<file path="src/hdl/acd_params.svh">
// timing, field and encoding constants of the arithmetic and compare datapath
`ifndef ACD_PARAMS_SVH
`define ACD_PARAMS_SVH

`define ACD_CLK_PERIOD_NS 50
`define ACD_MUL_CYCLES    3'h3
`define ACD_NIB_HI_MSB    15
`define ACD_NIB_HI_LSB    12
`define ACD_RN_MSB        11
`define ACD_RN_LSB        8
`define ACD_RM_MSB        7
`define ACD_RM_LSB        4
`define ACD_NIB_LO_MSB    3
`define ACD_NIB_LO_LSB    0
`define ACD_BYTE_MSB      7
`define ACD_BYTE_LSB      0
`define ACD_HI_0010       4'h2
`define ACD_HI_0011       4'h3
`define ACD_HI_0100       4'h4
`define ACD_HI_0111       4'h7
`define ACD_HI_1000       4'h8
`define ACD_CMPIMM_SUB    4'h8
`define ACD_LO_ADD        4'hC
`define ACD_LO_ADD_CARRY  4'hE
`define ACD_LO_ADD_OVF    4'hF
`define ACD_LO_EQ         4'h0
`define ACD_LO_HS         4'h2
`define ACD_LO_GE         4'h3
`define ACD_LO_HI         4'h6
`define ACD_LO_GT         4'h7
`define ACD_LO_MUL        4'hD
`define ACD_LO_STR        4'hC
`define ACD_LO_DIVS       4'h7
`define ACD_LB_PZ         8'h11
`define ACD_LB_PL         8'h15
`define ACD_R0            4'h0
`define ACD_ZERO32        32'h00000000
`define ACD_ZERO64        64'h0000000000000000

`endif

</file>
<file path="src/hdl/acd_pkg.sv">
// types shared by the arithmetic and compare datapath
package acd_pkg;

	// register file write request
	typedef struct packed
	{
		logic        en;
		logic [3:0]  idx;
		logic [31:0] data;
	} acd_wr_s;

	// multiply accumulate pair
	typedef struct packed
	{
		logic [31:0] high;
		logic [31:0] low;
	} acd_mac_s;

	// decoded operation
	typedef enum logic [16:0]
	{
		ACD_OP_NONE  = 17'h00001,
		ACD_OP_ADD   = 17'h00002,
		ACD_OP_ADDI  = 17'h00004,
		ACD_OP_ADD_CARRY = 17'h00008,
		ACD_OP_ADD_OVF   = 17'h00010,
		ACD_OP_EQI   = 17'h00020,
		ACD_OP_EQ    = 17'h00040,
		ACD_OP_HS    = 17'h00080,
		ACD_OP_GE    = 17'h00100,
		ACD_OP_HI    = 17'h00200,
		ACD_OP_GT    = 17'h00400,
		ACD_OP_PZ    = 17'h00800,
		ACD_OP_PL    = 17'h01000,
		ACD_OP_STR   = 17'h02000,
		ACD_OP_DIVS  = 17'h04000,
		ACD_OP_MUL   = 17'h08000,
		ACD_OP_RSV   = 17'h10000
	} acd_op_e;

	// multiplier sequencer states
	typedef enum logic [1:0]
	{
		ACD_MS_IDLE = 2'h1,
		ACD_MS_BUSY = 2'h2
	} acd_mst_e;

endpackage

</file>
<file path="src/hdl/acd_core.sv">
// arithmetic and compare datapath: decode, execute, flags and multiply
// Notes on behaviour
// - register add writes destination, flag kept
// - immediate add to destination, one cycle
// - add with carry, carry out to flag
// - checked add, signed overflow to flag
// - register zero equals immediate sets flag
// - register equality sets flag
// - unsigned greater or equal sets flag
// - signed greater or equal sets flag
// - unsigned strictly greater sets flag
// - signed strictly greater sets flag
// - register nonnegative sets flag
// - register strictly positive sets flag
// - any matching byte lane sets flag
// - division setup copies signs, xor to flag
// - signed 64-bit product into accumulator pair
`timescale 1ns/10ps
`include "acd_params.svh"

module acd_core
	import acd_pkg::*;
(
	input  wire logic                clk,
	input  wire logic                rst_b,
	input  wire logic                instr_valid,
	input  wire logic [15:0]         instr,
	input  wire logic [3:0]          dbg_idx,
	output logic                     busy_q,
	output logic                     done_q,
	output logic                     cond_flag_q,
	output logic                     div_q_q,
	output logic                     div_m_q,
	output acd_pkg::acd_mac_s        mac_q,
	output logic [31:0]              dbg_data_q
);
	import acd_pkg::*;

	// operand fetch stage: indexes captured with the instruction
	logic        ex_valid_q;    // instruction in execute, operands read
	logic [15:0] ex_instr_q;    // instruction in execute
	logic [31:0] rn_val;        // destination operand
	logic [31:0] rm_val;        // source operand
	logic [31:0] r0_val;        // register zero
	acd_op_e     op;            // decoded operation
	acd_wr_s     wr;            // register file write
	acd_mst_e    mst_q;         // multiplier state
	logic [2:0]  mcnt_q;        // multiplier cycle counter
	logic [31:0] mul_a_q;       // latched multiplicand
	logic [31:0] mul_b_q;       // latched multiplier
	// execute stage nets, all combinational from the operand, instruction and flag registers
	logic [31:0] imm_ext;       // sign extended immediate
	logic [32:0] sum_c;         // sum with carry out
	logic [31:0] sum_p;         // plain sum
	logic        ovf;           // signed overflow of plain sum
	logic        any_byte;      // some lane equal
	logic [63:0] prod;          // full signed product
	// take stage nets, decoded from the incoming word, the handshake and the debug index
	logic [3:0]  rn_idx;        // destination field
	logic [3:0]  rm_idx;        // source field
	logic [3:0]  rd_a_sel;      // read port a select
	logic        accept;        // new instruction taken

	assign rn_idx = instr[`ACD_RN_MSB:`ACD_RN_LSB];
	assign rm_idx = instr[`ACD_RM_MSB:`ACD_RM_LSB];
	assign accept = instr_valid && !busy_q && !ex_valid_q;
	// read port a serves the destination on a take, or the debug view in every other cycle;
	// the debug view therefore stalls for the cycle an instruction is taken
	assign rd_a_sel = accept ? rn_idx : dbg_idx;

	// register file: forwarding makes a write visible to a read in the same edge
	acd_regfile u_rf
	(
		.clk      (clk),
		.rst_b    (rst_b),
		.rd_a_idx (rd_a_sel),
		.rd_b_idx (rm_idx),
		.wr       (wr),
		.rd_a_q   (rn_val),
		.rd_b_q   (rm_val),
		.r0_q     (r0_val)
	);

	// capture instruction for execute the cycle after operands are read
	// operands come out of registered read ports, so execute lags the
	// take by one edge; a second take in that edge would lose its operands
	always_ff @(posedge clk or negedge rst_b)
	begin
		if (!rst_b)
		begin
			ex_valid_q <= 1'b0;
			ex_instr_q <= 16'h0000;
		end
		else
		begin
			ex_valid_q <= accept;
			if (accept)
				ex_instr_q <= instr;
		end
	end

	// decode of the instruction in execute
	// unlisted words decode as reserved and retire with no effect
	always_comb
	begin
		op = ACD_OP_NONE;
		if (!ex_valid_q)
			op = ACD_OP_NONE;
		else if (ex_instr_q[`ACD_NIB_HI_MSB:`ACD_NIB_HI_LSB] == `ACD_HI_0011)
		begin
			case (ex_instr_q[`ACD_NIB_LO_MSB:`ACD_NIB_LO_LSB])
				`ACD_LO_ADD:  op = ACD_OP_ADD;
				`ACD_LO_ADD_CARRY: op = ACD_OP_ADD_CARRY;
				`ACD_LO_ADD_OVF:   op = ACD_OP_ADD_OVF;
				`ACD_LO_EQ:   op = ACD_OP_EQ;
				`ACD_LO_HS:   op = ACD_OP_HS;
				`ACD_LO_GE:   op = ACD_OP_GE;
				`ACD_LO_HI:   op = ACD_OP_HI;
				`ACD_LO_GT:   op = ACD_OP_GT;
				`ACD_LO_MUL:  op = ACD_OP_MUL;
				default:      op = ACD_OP_RSV;
			endcase
		end
		else if (ex_instr_q[`ACD_NIB_HI_MSB:`ACD_NIB_HI_LSB] == `ACD_HI_0111)
			op = ACD_OP_ADDI;
		// immediate compare needs the fixed second nibble as well
		else if (ex_instr_q[`ACD_NIB_HI_MSB:`ACD_NIB_HI_LSB] == `ACD_HI_1000
			&& ex_instr_q[`ACD_RN_MSB:`ACD_RN_LSB] == `ACD_CMPIMM_SUB)
			op = ACD_OP_EQI;
		else if (ex_instr_q[`ACD_NIB_HI_MSB:`ACD_NIB_HI_LSB] == `ACD_HI_0100
			&& ex_instr_q[`ACD_BYTE_MSB:`ACD_BYTE_LSB] == `ACD_LB_PZ)
			op = ACD_OP_PZ;
		else if (ex_instr_q[`ACD_NIB_HI_MSB:`ACD_NIB_HI_LSB] == `ACD_HI_0100
			&& ex_instr_q[`ACD_BYTE_MSB:`ACD_BYTE_LSB] == `ACD_LB_PL)
			op = ACD_OP_PL;
		else if (ex_instr_q[`ACD_NIB_HI_MSB:`ACD_NIB_HI_LSB] == `ACD_HI_0010
			&& ex_instr_q[`ACD_NIB_LO_MSB:`ACD_NIB_LO_LSB] == `ACD_LO_STR)
			op = ACD_OP_STR;
		else if (ex_instr_q[`ACD_NIB_HI_MSB:`ACD_NIB_HI_LSB] == `ACD_HI_0010
			&& ex_instr_q[`ACD_NIB_LO_MSB:`ACD_NIB_LO_LSB] == `ACD_LO_DIVS)
			op = ACD_OP_DIVS;
		else
			op = ACD_OP_RSV;
	end

	// shared arithmetic
	// one 33-bit adder serves every add; its top bit is the carry out
	// and the low word wraps on its own
	assign imm_ext = {{24{ex_instr_q[`ACD_BYTE_MSB]}}, ex_instr_q[`ACD_BYTE_MSB:`ACD_BYTE_LSB]};
	assign sum_c = (op == ACD_OP_ADD_CARRY)
		? {1'b0, rn_val} + {1'b0, rm_val} + {32'h00000000, cond_flag_q}
		: {1'b0, rn_val} + {1'b0, (op == ACD_OP_ADDI) ? imm_ext : rm_val};
	assign sum_p = sum_c[31:0];
	// overflow: both operands share a sign that the sum does not
	assign ovf = (rn_val[31] == rm_val[31]) && (sum_p[31] != rn_val[31]);
	// byte lanes compared in parallel, any single hit is enough
	assign any_byte = (rn_val[31:24] == rm_val[31:24]) || (rn_val[23:16] == rm_val[23:16])
		|| (rn_val[15:8] == rm_val[15:8]) || (rn_val[7:0] == rm_val[7:0]);

	// register write back; compares never write
	// index and data are driven every cycle, only the enable qualifies them,
	// so the write port carries no extra mux ahead of the storage
	always_comb
	begin
		wr.en   = 1'b0;
		wr.idx  = ex_instr_q[`ACD_RN_MSB:`ACD_RN_LSB];
		wr.data = sum_p;
		case (op)
			ACD_OP_ADD:  wr.en = 1'b1;
			ACD_OP_ADDI: wr.en = 1'b1;
			ACD_OP_ADD_CARRY: wr.en = 1'b1;
			ACD_OP_ADD_OVF:   wr.en = 1'b1;
			default:     wr.en = 1'b0;
		endcase
	end

	// condition flag update
	// every compare writes the flag, true or false; plain adds and
	// reserved words keep it as it stands
	always_ff @(posedge clk or negedge rst_b)
	begin
		if (!rst_b)
			cond_flag_q <= 1'b0;
		else
		begin
			case (op)
				ACD_OP_ADD_CARRY: cond_flag_q <= sum_c[32];
				ACD_OP_ADD_OVF:   cond_flag_q <= ovf;
				ACD_OP_EQI:  cond_flag_q <= (r0_val == imm_ext);
				ACD_OP_EQ:   cond_flag_q <= (rn_val == rm_val);
				ACD_OP_HS:   cond_flag_q <= (rn_val >= rm_val);
				ACD_OP_GE:   cond_flag_q <= ($signed(rn_val) >= $signed(rm_val));
				ACD_OP_HI:   cond_flag_q <= (rn_val > rm_val);
				ACD_OP_GT:   cond_flag_q <= ($signed(rn_val) > $signed(rm_val));
				ACD_OP_PZ:   cond_flag_q <= !rn_val[31];
				ACD_OP_PL:   cond_flag_q <= !rn_val[31] && (rn_val != `ACD_ZERO32);
				ACD_OP_STR:  cond_flag_q <= any_byte;
				ACD_OP_DIVS: cond_flag_q <= rn_val[31] ^ rm_val[31];
				default:     cond_flag_q <= cond_flag_q;
			endcase
		end
	end

	// division sign bits
	// only the setup step touches them; they hold for the later steps
	always_ff @(posedge clk or negedge rst_b)
	begin
		if (!rst_b)
		begin
			div_q_q <= 1'b0;
			div_m_q <= 1'b0;
		end
		else if (op == ACD_OP_DIVS)
		begin
			div_q_q <= rn_val[31];
			div_m_q <= rm_val[31];
		end
	end

	// multiplier sequencer: latch operands, hold busy for the product latency
	// operands are latched at execute because the read ports move on to
	// the debug view; the product settles over the counted cycles and
	// is taken only on the last one
	always_ff @(posedge clk or negedge rst_b)
	begin
		if (!rst_b)
		begin
			mst_q   <= ACD_MS_IDLE;
			mcnt_q  <= 3'h0;
			mul_a_q <= `ACD_ZERO32;
			mul_b_q <= `ACD_ZERO32;
		end
		else
		begin
			case (mst_q)
				ACD_MS_IDLE:
				begin
					if (op == ACD_OP_MUL)
					begin
						mst_q   <= ACD_MS_BUSY;
						mcnt_q  <= `ACD_MUL_CYCLES;
						mul_a_q <= rn_val;
						mul_b_q <= rm_val;
					end
				end
				ACD_MS_BUSY:
				begin
					if (mcnt_q == 3'h1)
						mst_q <= ACD_MS_IDLE;
					mcnt_q <= mcnt_q - 3'h1;
				end
				default:
					mst_q <= ACD_MS_IDLE;
			endcase
		end
	end

	// both factors signed, so the 64-bit context extends them by sign
	assign prod = $signed(mul_a_q) * $signed(mul_b_q);

	// accumulator pair written on the last multiplier cycle
	// high half takes the upper product word, low half the lower
	always_ff @(posedge clk or negedge rst_b)
	begin
		if (!rst_b)
			mac_q <= `ACD_ZERO64;
		else if (mst_q == ACD_MS_BUSY && mcnt_q == 3'h1)
		begin
			mac_q.high <= prod[63:32];
			mac_q.low  <= prod[31:0];
		end
	end

	// handshake outputs: busy while any instruction is in flight
	// busy covers the execute edge so a held request is not taken twice;
	// done marks the edge after which results are visible
	always_ff @(posedge clk or negedge rst_b)
	begin
		if (!rst_b)
		begin
			busy_q <= 1'b0;
			done_q <= 1'b0;
		end
		else
		begin
			busy_q <= accept || (op == ACD_OP_MUL)
				|| (mst_q == ACD_MS_BUSY && mcnt_q != 3'h1);
			done_q <= (ex_valid_q && op != ACD_OP_MUL)
				|| (mst_q == ACD_MS_BUSY && mcnt_q == 3'h1);
		end
	end

	// registered view of one general register
	// two edges behind the index, stale while an instruction is taken
	always_ff @(posedge clk or negedge rst_b)
	begin
		if (!rst_b)
			dbg_data_q <= `ACD_ZERO32;
		else
			dbg_data_q <= rn_val;
	end
endmodule // acd_core

</file>
<file path="src/hdl/acd_regfile.sv">
// sixteen entry general register file with registered read ports
`timescale 1ns/10ps
`include "acd_params.svh"

module acd_regfile
	import acd_pkg::*;
(
	input  wire logic           clk,
	input  wire logic           rst_b,
	input  wire logic [3:0]     rd_a_idx,
	input  wire logic [3:0]     rd_b_idx,
	input  wire acd_pkg::acd_wr_s wr,
	output logic [31:0]         rd_a_q,
	output logic [31:0]         rd_b_q,
	output logic [31:0]         r0_q
);
	logic [31:0] mem_q [16]; // register storage

	// storage write
	always_ff @(posedge clk or negedge rst_b)
	begin
		if (!rst_b)
		begin
			for (int i = 0; i < 16; i++)
				mem_q[i] <= `ACD_ZERO32;
		end
		else if (wr.en)
			mem_q[wr.idx] <= wr.data;
	end

	// registered reads with write forwarding
	always_ff @(posedge clk or negedge rst_b)
	begin
		if (!rst_b)
		begin
			rd_a_q <= `ACD_ZERO32;
			rd_b_q <= `ACD_ZERO32;
			r0_q   <= `ACD_ZERO32;
		end
		else
		begin
			rd_a_q <= (wr.en && wr.idx == rd_a_idx) ? wr.data : mem_q[rd_a_idx];
			rd_b_q <= (wr.en && wr.idx == rd_b_idx) ? wr.data : mem_q[rd_b_idx];
			r0_q   <= (wr.en && wr.idx == `ACD_R0) ? wr.data : mem_q[`ACD_R0];
		end
	end
endmodule // acd_regfile
</file>
<file path="config.mk">
export PLATFORM = sky130hd
export DESIGN_NAME = acd_core
export DESIGN_NICKNAME = d
export VERILOG_FILES = /design/src/hdl/acd_pkg.sv /design/src/hdl/acd_core.sv /design/src/hdl/acd_regfile.sv
export VERILOG_INCLUDE_DIRS = /design/src /design/src/hdl
export SDC_FILE = /design/constraint.sdc
export NUM_CORES = 2
export LEC_CHECK = 0
export ABC_AREA = 0
export BUFFER_PORTS_ARGS = -buffer_cell sky130_fd_sc_hd__buf_2
export CAP_MARGIN = 20
export CORE_MARGIN = 2
export CORE_UTILIZATION = 59
export CTS_CLUSTER_SIZE = 14
export DETAILED_ROUTE_END_ITERATION = 10
export PLACE_DENSITY = 0.79
export SYNTH_ARGS = -nofsm -noshare
export SYNTH_HDL_FRONTEND = slang
export SYNTH_SLANG_ARGS = --single-unit
export TNS_END_PERCENT = 5
</file>
<file path="constraint.sdc">
create_clock -name clk -period 8.49 [get_ports clk]
set_input_delay 0.849 -clock clk [delete_from_list [all_inputs] [get_ports clk]]
set_output_delay 0.849 -clock clk [all_outputs]
set_load 0.01 [all_outputs]
</file>
==> summary.txt <==
Worst setup path
  • Critical path endpoint category: flip-flop
  • Critical Path RT: roughly 9 ns
  • Startpoint Class: flip-flop
  • Crit path max fanout: 13
  • WS Path Type: reg2reg
  • Critical Path AT: 8.71 ns

Placed design
  • Placer congestion estimate: roughly 0.95
  • Post-DP Area: roughly 81000 um^2
  • Detailed placement HPWL: 163 mm
  • DP Worst Slack: between 0.2 and 0.25 ns
  • IO Port Bufs: between 100 and 150

Die
  • # rows: approximately 130
  • Die span in x: between 300 and 400 um
  • Initial Util: about three fifths
  • Core Region: 131000 um^2
  • Top Ports: ~120
  • Die area: ~140000 um^2
  • Die height: 368 um

STA
  • RSZ-0062 raised after global routing: no
  • Max Fclk: around 120 MHz
  • Hold Fails Final Rpt: 0
  • Post-route minimum period: around 8 ns
  • Clock Skews: between 0.05 and 0.06 ns
  • Max_slew headroom: approximately a quarter
  • Slew Limit Fails: 0
  • TNS Setup: 0 ns
  • Ratio of final minimum period to clock period: between 90% and 100%
  • Slew @ Worst Pin: about 1.1 ns
  • Final Setup Violations: 0
  • Final setup margin: around 0.33 ns

Job
  • Maxcap violations: 0

Global routing
  • Largest net degree at the start of global routing: about 180
  • Vias in the first global route: 62800
  • First-pass GRT wire length: between 300 and 400 mm
  • Congestion Overflow GR: 0
  • Tot GR Track Use: 33.4%
  • Initial antenna violation count: 7

Synth
  • Mapped Area: around 78000 um^2
  • Synthesized flop and latch total: between 700 and 800
  • Seq/Total Area, Yosys: about 26%
  • Distinct cell type count of the synthesized netlist: 77
  • Commonest cells in the synthesized netlist: nand2_1 (1445), fa_1 (1085), inv_1 (1052), dfrtp_1 (794), and2_1 (628)
  • Cell count after synthesis: around 8100
  • Synth top area cells: fa_1 (28%), dfrtp_1 (25%), nand2_1 (7.0%)
  • Yosys Warn Count: 0
  • Synth Area per Inst: between 9 and 10 um^2
  • Number of synthesized flops with an enable pin: 0
  • Most common cell in the netlist: nand2_1
  • Synth Flop Type: dfrtp_1
  • Syn nets: between 9000 and 10000
  • Synth async-reset ratio: 100%
  • Post-synth top area cell: fa_1
  • Share of Yosys cell area claimed by the top area cell type: ~28%

CTS
  • Maximum root-to-sink buffer count: 3
  • Clk sink count: roughly 800
  • Clk_lat worst skew: 0.72 ns
  • Worst-path clk slew: ~0.06 ns
  • Inserted Clock Buffers: 88
  • TritonCTS clock tree: done
  • CTS Hold Bufs: 0
  • Number of H-tree levels: 3
  • Root buf cell: clkbuf_16

Finish
  • Design Area, Final: 83800 um^2
  • Layout Nets: 9400
  • Layout Utilization: a little under two thirds
  • Layout cells sized above 1: a little over a tenth
  • Layout area overhead: 7.43%

Power
  • P per Cell Area: approximately 130 nW/um^2
  • Worst vdd ir: approximately 0.16 mV
  • Leak Pwr: 39.9 nW

Detailed routing
  • Avg WL per Cell: around 22 um
  • DRC Markers: 0
  • Total Wirelength: 221 mm
  • Vias: around 60000
  • DRT iter0 DRCs: between 5000 and 6000
  • Pre-antenna DRT Iters: 6
  • ANT nets after route: 0
  • Via density: 6.07

Hold path
  • Worst min path class: in2async

Outcome
  • Outcome: finished clean
-- placed cells by master, fill, tap and decap left out, drive strengths merged, types with 79 or more instances in the layout --
cell type / count
mux2: 150
o21ai: 585
mux4: 160
fa: 1085
ha: 281
a21oi: 220
clkbuf: 134
nand2: 1445
nor2: 185
buf: 332
a31oi: 79
xnor2: 93
dfrtp: 794
a211oi: 189
and2: 628
inv: 1060
-- registers in the layout (all words and copies together) (netlist names), 32 cells and up --
signal / cells
u_rf.mem_q: 512
mac_q: 64
dbg_data_q: 32
mul_a_q: 32
mul_b_q: 32
u_rf.r0_q: 32
u_rf.rd_a_q: 32
u_rf.rd_b_q: 32
-- kinds of logic after synthesis --
group | share of synthesized area, %
simple gates | 15.0
fa+ha+maj | 32.4
buf+inv | 7.78
xor+xnor | 1.52
mux | 6.93
compound gates | 10.9
flops | 25.5
-- per-stage QoR --
step	hold slack, ns	std cells	power [mW]
after floorplan	0.400	8145	6.01
after global placement	0.446	9667	6.88
after detailed placement	0.451	9674	6.97
after CTS	0.0888	9838	11.1
after global routing	0.131	9840	11.5
final	0.0977	9844	11.1
-- power breakdown --
part | switching [mW] | internal, mW | total [mW]
sequential | 0.507 | 4.17 | 4.67
combinational | 1.47 | 0.842 | 2.31
clock | 1.68 | 2.42 | 4.10
total | 3.66 | 7.43 | 11.1
-- cell type report --
cell class,instances,area [um^2]
fillers,10200,47500
clock buffers,133,2600
well taps,1755,2200
repair buffers,333,2380
inverters,1052,3950
multi-input cells,5741,52200
flip-flops and latches,795,19900
clock inverters,31,528
diodes,4,10.0
-- repair_timing --
| action | CTS | global route |
|---|---|---|
| resized for setup | 0 | 18 |
| hold endpoints to repair | 0 | 0 |
| setup buffers | 0 | 0 |
| setup endpoints to repair | 0 | 11 |
-- worst paths after layout --
check	start	endpoint	slack (ns)	cells past startpoint
max in group asynchronous	rst_b	u_rf.mem_q[224]	6.36	3
worst min register to register	mac_q[35]	mac_q[35]	0.46	2
min in group clk	instr[12]	ex_instr_q[12]	0.37	2
worst max register to register	mul_a_q[5]	mac_q[61]	0.33	25
worst max-delay path	mul_a_q[5]	mac_q[61]	0.33	25
worst min-delay path	rst_b	dbg_data_q[13]	0.1	1
-- per-layer routing --
metal / GRT usage, % / routed length [um] / vias to the layer above
met5: 0 / 86 / -
met3: 9.09 / 24100 / 657
met1: 43.4 / 84200 / 29900
met2: 53.4 / 103000 / 3193
met4: 13.7 / 9910 / 10
li1: - / - / 26000
-- worst max-delay path: stages, from the launching register on --
cell and delay [ns]:
dfrtp_1 0.85, buf_4 0.32, nand2_1 0.08, fa_1 0.50, inv_1 0.05, fa_1 0.49, inv_1 0.05, fa_1 0.53
inv_1 0.05, fa_1 0.47, fa_1 0.53, fa_1 0.44, fa_1 0.51, fa_1 0.41, ha_1 0.39, a21oi_1 0.32
nor2_1 0.10, nor4b_2 0.42, nor2_1 0.13, nor4_1 0.20, a21oi_1 0.11, buf_4 0.18, a221oi_1 0.38, o21ai_0 0.21
xnor2_1 0.18, o21ai_0 0.09
Note: power is estimated with default switching activity, not from simulation.
